==> config.mk <==
export PLATFORM = sky130hd
export DESIGN_NAME = aeo_origin
export DESIGN_NICKNAME = d
export VERILOG_FILES = /design/src/aeo_origin.v
export VERILOG_INCLUDE_DIRS = /design/src
export SDC_FILE = /design/constraint.sdc
export NUM_CORES = 1
export LEC_CHECK = 0
export ABC_AREA = 1
export CORE_MARGIN = 5
export CORE_UTILIZATION = 50
export DETAILED_ROUTE_END_ITERATION = 7
export DONT_BUFFER_PORTS = 1
export PLACE_DENSITY = 0.7
export SYNTH_ARGS = -nofsm -noshare
export SYNTH_HDL_FRONTEND = slang
export SYNTH_SLANG_ARGS = --single-unit
==> constraint.sdc <==
create_clock -name ref_clk -period 8.6 [get_ports ref_clk]
set_input_delay 0.43 -clock ref_clk [delete_from_list [all_inputs] [get_ports ref_clk]]
set_output_delay 0.43 -clock ref_clk [all_outputs]
set_load 0.1 [all_outputs]
==> src/aeo_map.vh <==
`ifndef AEO_MAP_VH
`define AEO_MAP_VH
// ----------------------------------------
// Register offsets
// ----------------------------------------
`define AEO_REG_CTRL 8'h00
`define AEO_REG_ULIM 8'h04
`define AEO_REG_PSET 8'h08
`define AEO_REG_CMD 8'h0C
`define AEO_REG_OFFS 8'h10
`define AEO_REG_PPOS 8'h14
`define AEO_REG_STAT 8'h18
`define AEO_REG_IRQ 8'h1C
`define AEO_REG_MASK 8'h20
`define AEO_REG_SLOT 8'h24
// ----------------------------------------
// Field positions
// ----------------------------------------
`define AEO_CTRL_ABS 0
`define AEO_CTRL_ROT 1
`define AEO_CTRL_AUTO 2
`define AEO_CTRL_PRESET 3
`define AEO_CMD_LOCK 0
`define AEO_CMD_SEARCH 1
`define AEO_CMD_DONE 2
`define AEO_CMD_SAVE 3
`define AEO_ST_DEFINED 0
`define AEO_ST_LOCKED 1
`define AEO_ST_BUSY 2
`define AEO_ST_MEMERR 3
`define AEO_EV_UPD 0
`define AEO_EV_SAVED 1
`define AEO_EV_MEMERR 2
`define AEO_EV_WRAP 3
// ----------------------------------------
// Values and counts
// ----------------------------------------
`define AEO_MEMERR_CODE 4'h2
`define AEO_SAVE_PULSES 32'h40000000
`define AEO_NSLOT 8
`define AEO_SLOT_W 3
`define AEO_ULIM_RST 32'hFFFFFFFF
`endif

==> src/aeo_origin.v <==
// Implementation choices: the placing of the registers and the address-and-strobe port.
`timescale 1ns/1ps
`include "aeo_map.vh"
module aeo_origin (
    // Clock and reset
    input wire ref_clk,
    input wire reset_n,
    // Register port
    input wire [7:0] reg_addr,
    input wire [31:0] reg_wdata,
    input wire reg_wr,
    input wire reg_rd,
    output reg [31:0] reg_rdata,
    // Encoder feedback from the drive
    input wire [31:0] fb_pos,
    input wire fb_valid,
    // Flash save port
    output reg flash_wr,
    output reg [2:0] flash_slot,
    output reg [31:0] flash_data,
    input wire flash_done,
    // Pending flag kept in nonvolatile memory, read at start
    input wire save_pending_nv,
    output reg save_pending_set,
    // Interrupt and memory error
    output reg irq,
    output reg [3:0] unit_err
);

    // ----------------------------------------
    // Registers
    // ----------------------------------------
    reg [3:0] ctrl_q;
    reg [31:0] ulim_q;
    reg [31:0] pset_q;
    reg [31:0] offs_q;
    reg [31:0] ppos_q;
    reg [31:0] fb_last_q;
    reg [31:0] travel_q;
    reg [3:0] irq_q;
    reg [3:0] mask_q;
    reg defined_q;
    reg locked_q;
    reg busy_q;
    reg memerr_q;
    reg started_q;
    reg [2:0] slot_q;
    reg nv_s1_q;
    reg nv_s2_q;
    reg fd_s1_q;
    reg fd_s2_q;
    reg fd_prev_q;
    reg [31:0] rdata_d;
    reg [3:0] ev_d;
    reg [31:0] offs_d;
    reg upd_d;

    wire cmd_wr = reg_wr && (reg_addr == `AEO_REG_CMD);
    wire abs_en = ctrl_q[`AEO_CTRL_ABS];
    wire rot_en = ctrl_q[`AEO_CTRL_ROT];
    wire auto_en = ctrl_q[`AEO_CTRL_AUTO];
    wire preset_md = ctrl_q[`AEO_CTRL_PRESET];
    wire do_lock = cmd_wr && reg_wdata[`AEO_CMD_LOCK];
    wire do_search = cmd_wr && reg_wdata[`AEO_CMD_SEARCH];
    wire do_done = cmd_wr && reg_wdata[`AEO_CMD_DONE];
    wire do_save = cmd_wr && reg_wdata[`AEO_CMD_SAVE];
    // Between samples fb_pos carries no meaning, so hold the last sample
    wire [31:0] fb_now = fb_valid ? fb_pos : fb_last_q;
    wire [31:0] delta = fb_pos - fb_last_q;
    wire [31:0] step = delta[31] ? (~delta + 32'h00000001) : delta;
    // Wrap through the full 32-bit range: top bit flips between extremes
    wire wrap = fb_valid && (fb_last_q[31:30] != fb_pos[31:30]) &&
        (fb_last_q[31] ^ fb_last_q[30]) == 1'b0 &&
        (fb_pos[31] ^ fb_pos[30]) == 1'b0 &&
        (fb_last_q[31] != fb_pos[31]);
    wire fdone = fd_s2_q && !fd_prev_q;
    wire save_req;
    wire [31:0] ppos_nx;

    // Ring position in 0..ulim
    function [31:0] ring;
        input [31:0] v;
        input [31:0] lim;
        begin
            if (v > lim) begin
                ring = v - lim - 32'h00000001;
            end else begin
                ring = v;
            end
        end
    endfunction

    // Position after the current sample, ring or linear
    assign ppos_nx = rot_en ? ring(ppos_q + delta, ulim_q) :
        ppos_q + delta;

    // ----------------------------------------
    // Offset and present position
    // ----------------------------------------
    always @* begin
        offs_d = offs_q;
        upd_d = 1'b0;
        if (abs_en && do_done) begin
            // Preset mode: origin position becomes the preset value
            offs_d = (preset_md ? pset_q : ppos_q) - fb_now;
            upd_d = 1'b1;
        end else if (abs_en && rot_en && wrap && defined_q) begin
            offs_d = ppos_nx - fb_pos;
            upd_d = 1'b1;
        end
    end

    assign save_req = (upd_d && auto_en) || do_save ||
        (rot_en && abs_en && fb_valid &&
        travel_q + step >= `AEO_SAVE_PULSES);

    always @(posedge ref_clk) begin
        if (!reset_n) begin
            ctrl_q <= 4'h0;
            ulim_q <= `AEO_ULIM_RST;
            pset_q <= 32'h00000000;
            offs_q <= 32'h00000000;
            ppos_q <= 32'h00000000;
            fb_last_q <= 32'h00000000;
            travel_q <= 32'h00000000;
            defined_q <= 1'b0;
            locked_q <= 1'b0;
        end else begin
            if (reg_wr && reg_addr == `AEO_REG_CTRL) begin
                ctrl_q <= reg_wdata[3:0];
            end
            if (reg_wr && reg_addr == `AEO_REG_ULIM) begin
                ulim_q <= reg_wdata;
            end
            if (reg_wr && reg_addr == `AEO_REG_PSET) begin
                pset_q <= reg_wdata;
            end
            offs_q <= offs_d;
            if (fb_valid) begin
                fb_last_q <= fb_pos;
                if (save_req) begin
                    travel_q <= 32'h00000000;
                end else if (rot_en && abs_en) begin
                    travel_q <= travel_q + step;
                end
            end
            if (do_lock) begin
                locked_q <= 1'b1;
                if (abs_en) begin
                    // Offset restores position without a new search
                    ppos_q <= ring(fb_now + offs_q, ulim_q);
                    defined_q <= !memerr_q;
                end
            end else if (do_search && preset_md) begin
                ppos_q <= pset_q;
            end else if (do_done) begin
                ppos_q <= preset_md ? pset_q : ppos_q;
                defined_q <= 1'b1;
            end else if (fb_valid && locked_q) begin
                ppos_q <= ppos_nx;
            end
        end
    end

    // ----------------------------------------
    // Flash save with slot rotation
    // ----------------------------------------
    // Pending flag is set with the write pulse and cleared after done, so a
    // power loss mid-save leaves it set for the next start.
    always @(posedge ref_clk) begin
        if (!reset_n) begin
            busy_q <= 1'b0;
            slot_q <= 3'h0;
            flash_wr <= 1'b0;
            flash_slot <= 3'h0;
            flash_data <= 32'h00000000;
            save_pending_set <= 1'b0;
            nv_s1_q <= 1'b0;
            nv_s2_q <= 1'b0;
            fd_s1_q <= 1'b0;
            fd_s2_q <= 1'b0;
            fd_prev_q <= 1'b0;
            started_q <= 1'b0;
            memerr_q <= 1'b0;
            unit_err <= 4'h0;
        end else begin
            nv_s1_q <= save_pending_nv;
            nv_s2_q <= nv_s1_q;
            fd_s1_q <= flash_done;
            fd_s2_q <= fd_s1_q;
            fd_prev_q <= fd_s2_q;
            started_q <= 1'b1;
            if (started_q && !memerr_q && nv_s2_q && !busy_q) begin
                memerr_q <= 1'b1;
                unit_err <= `AEO_MEMERR_CODE;
            end else if (do_done && memerr_q) begin
                // Fresh search recomputes the offset
                memerr_q <= 1'b0;
                unit_err <= 4'h0;
            end
            flash_wr <= 1'b0;
            if (save_req && !busy_q) begin
                busy_q <= 1'b1;
                flash_wr <= 1'b1;
                flash_slot <= slot_q;
                flash_data <= offs_d;
                save_pending_set <= 1'b1;
                slot_q <= slot_q + 3'h1;
            end else if (busy_q && fdone) begin
                busy_q <= 1'b0;
                save_pending_set <= 1'b0;
            end
        end
    end

    // ----------------------------------------
    // Interrupts and read port
    // ----------------------------------------
    always @* begin
        ev_d = 4'h0;
        ev_d[`AEO_EV_UPD] = upd_d;
        ev_d[`AEO_EV_SAVED] = busy_q && fdone;
        ev_d[`AEO_EV_MEMERR] = started_q && !memerr_q && nv_s2_q && !busy_q;
        ev_d[`AEO_EV_WRAP] = wrap && rot_en;
        case (reg_addr)
            `AEO_REG_CTRL: rdata_d = {28'h0, ctrl_q};
            `AEO_REG_ULIM: rdata_d = ulim_q;
            `AEO_REG_PSET: rdata_d = pset_q;
            `AEO_REG_OFFS: rdata_d = offs_q;
            `AEO_REG_PPOS: rdata_d = ppos_q;
            `AEO_REG_STAT: rdata_d = {28'h0, memerr_q, busy_q, locked_q,
                defined_q};
            `AEO_REG_IRQ: rdata_d = {28'h0, irq_q};
            `AEO_REG_MASK: rdata_d = {28'h0, mask_q};
            `AEO_REG_SLOT: rdata_d = {29'h0, slot_q};
            default: rdata_d = 32'h00000000;
        endcase
    end

    always @(posedge ref_clk) begin
        if (!reset_n) begin
            irq_q <= 4'h0;
            mask_q <= 4'h0;
            irq <= 1'b0;
            reg_rdata <= 32'h00000000;
        end else begin
            // New events win over the read clear
            if (reg_rd && reg_addr == `AEO_REG_IRQ) begin
                irq_q <= ev_d;
            end else begin
                irq_q <= irq_q | ev_d;
            end
            if (reg_wr && reg_addr == `AEO_REG_MASK) begin
                mask_q <= reg_wdata[3:0];
            end
            irq <= |(irq_q & mask_q);
            reg_rdata <= reg_rd ? rdata_d : 32'h00000000;
        end
    end

endmodule

# Word level (Yosys, flattened, before mapping)
# Cells that the tools add are included.
classes:
  addsub: 12
  magnitude_cmp: 3
  n_eq_ne: 13
  n_mux: 31
  n_bitwise: 7
  reduce_logical: 47
ops:
  columns: ["operator", "n"]
  rows:
  - ["32-bit 2-to-1 mux", 15]
  - ["32-bit case mux with 9 select lines", 1]
  - ["32-bit subtractor", 5]
  - ["32-bit adder", 3]
  - ["32-bit greater-than comparator", 2]
  - ["32-bit by 1-bit subtractor with 32-bit output (second input constant)", 2]
  - ["32-bit by 1-bit adder with 32-bit output (second input constant)", 1]
  - ["8-bit by 5-bit equality test with 1-bit output (second input constant)", 4]
  - ["32-bit by 31-bit >= comparator with 1-bit output (second input constant)", 1]
  - ["32-bit NOT", 1]
  - ["1-bit logical AND", 31]
  - ["8-bit by 4-bit equality test with 1-bit output (second input constant)", 2]
  - ["8-bit by 6-bit equality test with 1-bit output (second input constant)", 2]
  - ["1-bit 2-to-1 mux", 12]
  - ["8-bit by 3-bit equality test with 1-bit output (second input constant)", 1]
  - ["8-bit zero test", 1]
  - ["2-bit nonzero test", 4]
  - ["2-bit AND reduction", 3]
  - ["4-bit bitwise AND", 1]
  - ["2-bit 2-to-1 mux", 2]
  - ["4-bit 2-to-1 mux", 1]
  - ["2-bit != test (second input constant)", 2]
  - ["4-bit OR", 1]
  - ["4-bit nonzero test", 1]
  - ["9 further kinds", 14]
totals:
  regBits: 287
  wordCells: 139

# Logic depth before layout (Yosys ltp)
# Gate-level depths: netlist of the first run.
logic_depth:
  word_depth: 14
  depth_mapped: 55
  mapped_depth_nobuf: 54

# Worst setup path before layout of the first run
# No wires, ideal clock.
synth_timing:
  path_kind: "input to register"
  start: "in fb_pos[0]"
  end: "reg flash_data[12]"
  setup_time_ps: 119
  arrival_time_ps: 7103
  t_required_ps: 8481
  path_slack_ps: 1378
  stages: 44
  cell_sequence: "inv_1 > ha_1 > inv_1 > fa_1 > nand3_1 > nand3_2 > xnor2_1 > inv_1 > ha_1 > nand2_1 > inv_1 > a21oi_1 > o21ai_0 > a21oi_1 > o21ai_0 > nand3_1 > nand2_1 > xor2_1 > [... 8 more ...] > clkbuf_1 > o21ai_0 > ha_1 > inv_1 > fa_1 > nand3_1 > nand2_1 > a21boi_0 > o21bai_1 > a21oi_1 > o21ai_0 > xor2_1 > nand2_1 > o21ai_0 > a21oi_1 > nand3_1 > nand2_1 > nor2_1"
synth_via:
  elab_chain_len: 9
synth_rtl:
  columns: ["element", "line_no", "source"]
  rows:
  - ["start, declared", "aeo_origin.v:15", "input wire [31:0] fb_pos,"]
  - ["32-bit subtractor", "aeo_origin.v:69", "wire [31:0] delta = fb_pos - fb_last_q;"]
  - ["32-bit adder / 32-bit NOT (equally long branches)", "aeo_origin.v:94, aeo_origin.v:95, aeo_origin.v:70", null]
  - ["32-bit subtractor / 32-bit by 1-bit adder with 32-bit output (equally long branches)", "aeo_origin.v:86, aeo_origin.v:70", null]
  - ["32-bit by 1-bit subtractor with 32-bit output / 32-bit 2-to-1 mux (equally long branches)", "aeo_origin.v:86, aeo_origin.v:70", null]
  - ["32-bit 2-to-1 mux / 32-bit adder (equally long branches)", "aeo_origin.v:85, aeo_origin.v:115", null]
  - ["32-bit 2-to-1 mux / 32-bit by 31-bit >= comparator with 1-bit output (equally long branches)", null, null]
  - ["32-bit subtractor / 1-bit logical AND (equally long branches)", null, null]
  - ["32-bit 2-to-1 mux / 1-bit logical OR (equally long branches)", "aeo_origin.v:107, aeo_origin.v:113", null]
  - ["32-bit 2-to-1 mux / 1-bit logical AND (equally long branches)", "aeo_origin.v:103, aeo_origin.v:202", null]
  - ["end signal, assigned", "aeo_origin.v:206", "flash_data <= offs_d;"]
  - ["end, declared", "aeo_origin.v:20", "output reg [31:0] flash_data,"]
# Several ways; a longest one is shown, not always the timed one.
# A chain may end at the register's enable or synchronous reset.

# Final worst setup path of the first run
layout_timing:
  start: "reg fb_last_q[5]"
  end: "reg flash_data[29]"
layout_via:
  elab_chain_len: 9
layout_rtl:
  columns: ["element", "line_no", "source"]
  rows:
  - ["start, declared", "aeo_origin.v:38", "reg [31:0] fb_last_q;"]
  - ["start signal, assigned", "aeo_origin.v:140", "fb_last_q <= fb_pos;"]
  - ["32-bit subtractor", "aeo_origin.v:69", null]
  - ["32-bit adder / 32-bit NOT (equally long branches)", "aeo_origin.v:94, aeo_origin.v:95, aeo_origin.v:70", null]
  - ["32-bit subtractor / 32-bit by 1-bit adder with 32-bit output (equally long branches)", "aeo_origin.v:86, aeo_origin.v:70", null]
  - ["32-bit by 1-bit subtractor with 32-bit output / 32-bit 2-to-1 mux (equally long branches)", "aeo_origin.v:86, aeo_origin.v:70", null]
  - ["32-bit 2-to-1 mux / 32-bit adder (equally long branches)", "aeo_origin.v:85, aeo_origin.v:115", null]
  - ["32-bit 2-to-1 mux / 32-bit by 31-bit >= comparator with 1-bit output (equally long branches)", null, null]
  - ["32-bit subtractor / 1-bit logical AND (equally long branches)", null, null]
  - ["32-bit 2-to-1 mux / 1-bit logical OR (equally long branches)", "aeo_origin.v:107, aeo_origin.v:113", null]
  - ["32-bit 2-to-1 mux / 1-bit logical AND (equally long branches)", "aeo_origin.v:103, aeo_origin.v:202", null]
# Several ways; a longest one is shown, not always the timed one.

==> qor.yml, run 1 <==
cts_tree: "built"
syn_to_final_growth_pct: 9.69
final_core_util: 0.550
fill_cells: 5866
wire_per_inst_um: 24.3
seqCellArea_um2: 5730
yosys.area.top_type: "dfxtp_1"
ys_warn_count: 0
portBuffers: 0
worstMarginPinSlew_ns: 1.29
cts_sinks: 286
path_clk_slew_ns: 0.06
p_int_mw: 2.93
dr.pass1.iters: 6
die_w_um: 247
path_class: "register to register"
final.period_utilization: 0.946
setup_viol: 0
p_total_mw: 5.03
hold_class: "primary input to register"
endpoint_kind: "register"
relSlewSlack: 0.135
clock.fmax_ghz: 0.123
ys_types: 57
synth_cells: 4603
period_needed_ns: 8.13
die_h_um: 247
synth-edff-count: 0
critPathArrivalTime_ns: 8.61
grt_pass1_wl_um: 189000
status: "finished clean"
ys.flop_type: "dfxtp_1"
vias: 32250
clk_latency_ns: 0.60
viasPerCell: 5.99
core_um2: 56200
path_max_fanout: 10
dpl.hpwl_um: 106000
crit_top_cell: "nand2_1"
grt.overflow.total: 0
grt_setup_unrepaired: "false"
sw_frac_of_total: 0.418
drive_above_1_share: 0.0445
p_switching_mw: 2.10
cts_buffers: 38
synth_seq_cells: 286
leakage_nw: 15.2
synth_top_area_frac: 0.203
cp-start-kind: "register"
drc: 0
multiInputGateArea_um2: 19600
postRouteAntennaNets: 0
gp_congestion: 1.10
yosysSeqAreaShare: 0.203
critPathRequiredTime_ns: 9.08
htree_levels: 2
vdd_drop_max_v: 0.000137
drt_wl_total_um: 131000
cts_root_buf: "clkbuf_16"
syn_avg_cell_area_um2: 6.12
final_max_slew_viol_count: 0
nNetsFinal: 4941
grt_pass1_vias: 29940
hold_viol: 0
synth_area_um2: 28200
finClkSkew_ns: 0.0351
p_per_area_nw_per_um2: 163
drv_cap: 0
fp.dieArea_um2: 61200
async_flop_share: 0
grt_start_max_net_pins: 90
pwr-share-seq: 0.269
clockBufferDepth: 3
rows: 87
critPathSlowestCell: "xor2_1"
power_frac_comb: 0.389
max_stage_delay_ns: 0.48
grt_use_total: 0.409
drt_iter0_drc: 3575
pwr-share-clk: 0.342
whs_ns: 0.0417
io_pins: 153
grt_antenna_before_repair: 2
start_util: 0.502
synth.area.top_cells: "dfxtp_1, nand2_1, ha_1"
state kept, by name, summed over array words and instances (netlist names), 32 cells and up:
signal      count
fb_last_q      32
flash_data     32
offs_q         32
ppos_q         32
pset_q         32
reg_rdata      32
travel_q       32
ulim_q         32
layout by cell type (no fill, tap or decap), types with 22 or more instances in the layout:
cell type,instances
clkbuf_16,38
nor3_1,84
o211ai_1,56
buf_4,56
nand3_1,193
a21o_1,22
a221oi_1,38
nand2_1,1032
ha_1,251
dfxtp_1,285
xnor2_1,50
xor2_1,134
inv_1,669
o21ai_0,382
dlygate4sd3_1,35
nand4_1,68
a21oi_1,474
o21bai_1,34
nor2_1,432
power groups by stage:
stage	registers, mW	logic [mW]	clock network (mW)
after floorplan	1.37	1.24	0
after global placement	1.38	1.84	0
after detailed placement	1.38	1.83	0
after CTS	1.35	1.87	1.73
after global routing	1.35	2.10	1.78
final	1.35	1.96	1.72
metrics by stage:
stage          area, µm²  worst slack [ns]  instances  TNS (ns)
2_1_floorplan      28200              1.38       4605         0
3_3_place_gp       29000           -0.0644       5276    -0.210
3_5_place_dp       29000            0.0597       5276         0
4_1_cts            30700             0.183       5378         0
5_1_grt            30900           0.00758       5381         0
6_report           30900             0.468       5382         0
what timing repair did:
action	in CTS	in global routing
buffers inserted	0	2
resized for setup	0	57
endpoints found under the hold margin	120	0
hold buffers	36	0
setup endpoints to repair	0	49
layer usage:
layer  routed length [µm]  track usage  vias up
met1                50300        0.515    14864
met4                11700        0.289        0
met5                    0            0        -
met3                13300       0.0816      393
met2                55500        0.627     1706
li1                     -            -    15287
layout make-up:
cell class / count / area share
Antenna cell: 1 / 0.0000809
Clock buffer: 48 / 0.0336
Clock inverter: 18 / 0.00874
Inverter: 677 / 0.0823
Multi-Input combinational cell: 3501 / 0.633
Sequential cell: 286 / 0.185
Tap cell: 756 / 0.0306
Timing Repair Buffer: 95 / 0.0267
cell families after synthesis:
kind of cell	count (synthesis)	share of synthesized area
AO/OA/AOI/OAI	1146	0.228
XOR/XNOR	193	0.0600
adder cells (fa/ha/maj)	263	0.119
buffers and inverters	818	0.111
flip-flops	286	0.203
multiplexers	3	0.00107
other	1	0.000133
AND/OR/NAND/NOR	1893	0.278
Yosys cell counts (all sizes together), types with 2 or more instances:
library cell,number
a211oi,7
a21boi,16
a21o,22
a21oi,483
a221oi,38
a2bb2oi,2
a31o,3
a31oi,20
and2,7
buf,28
clkbuf,113
clkinv,3
dfxtp,286
fa,8
ha,255
inv,674
mux2i,3
nand2,1043
nand3,194
nand3b,10
nand4,68
nor2,448
nor3,89
nor4,18
o2111ai,5
o211ai,56
o21a,19
o21ai,400
o21bai,35
o221ai,10
o22ai,15
o31ai,7
or2,13
xnor2,51
xor2,142
critical path: cells and delay by family (launching register included):
family	cells	cell delay, ns
AO/OA/AOI/OAI	14	2.56
adder cells (fa/ha/maj)	4	1.61
flip-flops	1	0.37
buffers and inverters	5	0.72
AND/OR/NAND/NOR	18	2.16
XOR/XNOR	2	0.66
path summary, 6_finish.rpt:
path,to,slack [ns],from,cells past startpoint
max,flash_data[29]$_SDFFE_PN0P_,0.47,fb_last_q[5]$_SDFF_PN0_,43
min,fb_last_q[0]$_SDFF_PN0_,0.04,fb_pos[0],2
max reg2reg,flash_data[29]$_SDFFE_PN0P_,0.47,fb_last_q[5]$_SDFF_PN0_,43
min reg2reg,nv_s2_q$_SDFF_PN0_,0.42,nv_s1_q$_SDFF_PN0_,2
Power figures use the tool's default switching activity.
==> inputs of run 2 (changes only) <==
ABC_AREA = 0   (was 1)
==> qor.yml, run 2 <==
critPathArrivalTime_ns: 9.18  # +0.57 ns
io_pins: 153  # unchanged
die_h_um: 238  # -3.8%
clockBufferDepth: 3  # unchanged
start_util: 0.506  # +0.00384
p_int_mw: 3.42  # +17%
ys.flop_type: "dfxtp_1"
vias: 27563  # -15%
status: "complete, but fails checks"
drt_wl_total_um: 99700  # -24%
drc: 0  # unchanged
p_switching_mw: 1.91  # -8.9%
fill_cells: 4684  # -20%
core_um2: 51400  # -8.5%
drt_iter0_drc: 3058  # -14%
dpl.hpwl_um: 73800  # -30%
pwr-share-clk: 0.333  # -0.009
p_per_area_nw_per_um2: 169  # +4.0%
fin_cells: 4424  # -18%
worstHoldStart: "reset_n"
viasPerCell: 6.23  # +4.0%
worst_slack_ns: -0.148  # -0.615 ns
drive_above_1_share: 0.164  # +0.119
die_w_um: 238  # -3.8%
synth_area_um2: 26000  # -7.8%
rows: 83  # -4.6%
layout_common_cells: "nand2_1, a21oi_1, buf_4"
pwr-share-seq: 0.252  # -0.017
grt_pass1_vias: 25636  # -14%
cp-startpoint: "fb_last_q[1]$_SDFF_PN0_"
hold_viol: 0  # unchanged
cts_root_buf: "clkbuf_16"
clock.fmax_ghz: 0.114  # -7.0%
cts_tree: "built"
grt_use_total: 0.332  # -0.0771
cts_buffers: 37  # -2.6%
synth_top_area_frac: 0.220  # +0.0171
grt_pass1_wl_um: 149000  # -21%
max_stage_delay_ns: 0.54  # +0.06 ns
grt_antenna_before_repair: 8  # +6
finClkSkew_ns: 0.0268  # -0.00829 ns
portBuffers: 0  # unchanged
path_clk_slew_ns: 0.06  # about the same
endpoint_kind: "register"
synth.most_common_cell: "a21oi_1"
hold_class: "primary input to register"
htree_levels: 2  # unchanged
critPathRequiredTime_ns: 9.03  # -0.05 ns
cp-start-kind: "register"
vdd_drop_max_v: 0.000149  # +8.6%
setup_viol: 12  # +12
synth-edff-count: 0  # unchanged
yosys.area.top_type: "dfxtp_1"
postRouteAntennaNets: 0  # unchanged
ys_types: 93  # +63%
dp_slack_ns: -0.518  # -0.577 ns
synth.area.top_cells: "dfxtp_1, ha_1, a21oi_1"
cts_sinks: 286  # unchanged
grt.overflow.total: 0  # unchanged
mostFrequentLayoutCell: "nand2_1"
ys_warn_count: 0  # unchanged
drv_cap: 0  # unchanged
dr.pass1.iters: 6  # unchanged
yosysSeqAreaShare: 0.220  # +0.0171
wire_per_inst_um: 22.5  # -7.3%
final_max_slew_viol_count: 0  # unchanged
grt_setup_unrepaired: "true"
r2r-start: "fb_last_q[1]$_SDFF_PN0_"
crit_top_cell: "ha_1"
critPathSlowestCell: "or4_1"
dp_cells: 4289  # -19%
gp_congestion: 1.00  # -8.9%
synth_seq_cells: 286  # unchanged
grt_start_max_net_pins: 79  # -12%
relSlewSlack: 0.197  # +0.0623
fp.dieArea_um2: 56700  # -7.5%
leakage_nw: 14.3  # -6.2%
syn_avg_cell_area_um2: 7.50  # +23%
worstMarginPinSlew_ns: 1.20  # -0.0840 ns
path_max_fanout: 5  # -5
synth_cells: 3464  # -25%
sw_frac_of_total: 0.359  # -0.0588
path_class: "register to register"
power_frac_comb: 0.415  # +0.026
syn_to_final_growth_pct: 21.4
nNetsFinal: 4057  # -18%
yosys-top-cells-count: "a21oi_1, nand2_1, nor2_1"
period_needed_ns: 8.75  # +0.615 ns
final.period_utilization: 1.02  # +0.0716
clk_latency_ns: 0.58  # -0.02 ns
async_flop_share: 0  # unchanged
violations: "setup timing"
-- run 2: cell types whose count changed after synthesis, sizes merged, moves of 52 or more --
cell	change
o21ai	-163
nor3	-52
a21o	+99
nand3	-105
a21oi	-129
xor2	-54
xnor2	+113
nand2	-707
nor2	-135
a22oi	+108
inv	-452
mux2i	+53
-- run 2: metal layers --
metal / GRT usage / up-vias / part of all wire / wire length, µm
met2: 0.489 / 1464 / 0.41 / 40700
met3: 0.101 / 237 / 0.13 / 13000
met4: 0.100 / 8 / 0.034 / 3410
met5: 0 / - / 0.00055 / 55
met1: 0.469 / 12825 / 0.43 / 42600
li1: - / 13029 / - / -
-- run 2: timing repair --
item	in CTS	in global routing
endpoints found under the hold margin	101	1
pin swaps	65	98
hold buffers	38	1
endpoints found under the setup margin	29	49
gates resized for setup	58	127
setup buffers	20	10
gates cloned	1	0
-- run 2: cell type report --
cell class                 count  area [µm²]  area share
multi-input combinational   2801       19800       0.629
inverter                     222         836      0.0265
clock buffer                  47        1020      0.0325
clock inverter                19         338      0.0107
timing repair buffer         367        2940      0.0931
antenna                        2        5.00    0.000159
tap                          680         851      0.0270
sequential                   286        5730       0.182
-- run 2: logic make-up after synthesis --
logic type,Yosys count,synth area share
xor gates and xnor gates,252,0.0858
and+or+nand+nor,984,0.172
muxes,102,0.0415
DFF,286,0.220
adders and majority gates,263,0.129
buffers and inverters,379,0.0569
other,1,0.000144
AOI/OAI and AO/OA,1197,0.294
-- run 2: per-stage QoR --
step	power, mW	hold WS [ns]	util	instance area, µm²	setup TNS, ns
detailed placement	3.27	0.419	0.558	28700	-9.49
CTS	5.14	0.000348	0.601	30900	-0.342
finish	5.34	0.0186	0.614	31500	-0.829
global route	5.57	0.00698	0.614	31500	-9.47
global placement	3.27	0.414	0.558	28700	-3.72
floorplan	2.61	0.412	-	26200	0
-- run 2: path summary, 6_finish.rpt --
check                                endpoint  slack (ns)  cells after the start
setup / recovery  flash_data[31]$_SDFFE_PN0P_       -0.15                     40
setup reg to reg  flash_data[31]$_SDFFE_PN0P_       -0.15                     40
hold reg to reg            fd_s2_q$_SDFF_PN0_        0.43                      1
hold / removal     flash_data[9]$_SDFFE_PN0P_        0.02                      2
-- run 2: critical path: cells and delay by family (launching register included) --
family	cells	cell delay, ns
flip-flops	1	0.32
AO/OA/AOI/OAI	15	3.09
buffers and inverters	5	0.69
XOR/XNOR	2	0.38
AND/OR/NAND/NOR	11	2.36
adder cells (fa/ha/maj)	4	1.11
multiplexers	3	0.60
-- run 2: power by group through the flow --
| stage | Sequential (mW) | Combinational (mW) | Clock (mW) |
|---|---|---|---|
| 3_5_place_dp | 1.37 | 1.90 | 0 |
| 6_report | 1.34 | 2.21 | 1.78 |
| 4_1_cts | 1.34 | 2.01 | 1.79 |
| 5_1_grt | 1.35 | 2.38 | 1.85 |
| 2_1_floorplan | 1.37 | 1.24 | 0 |
| 3_3_place_gp | 1.37 | 1.90 | 0 |
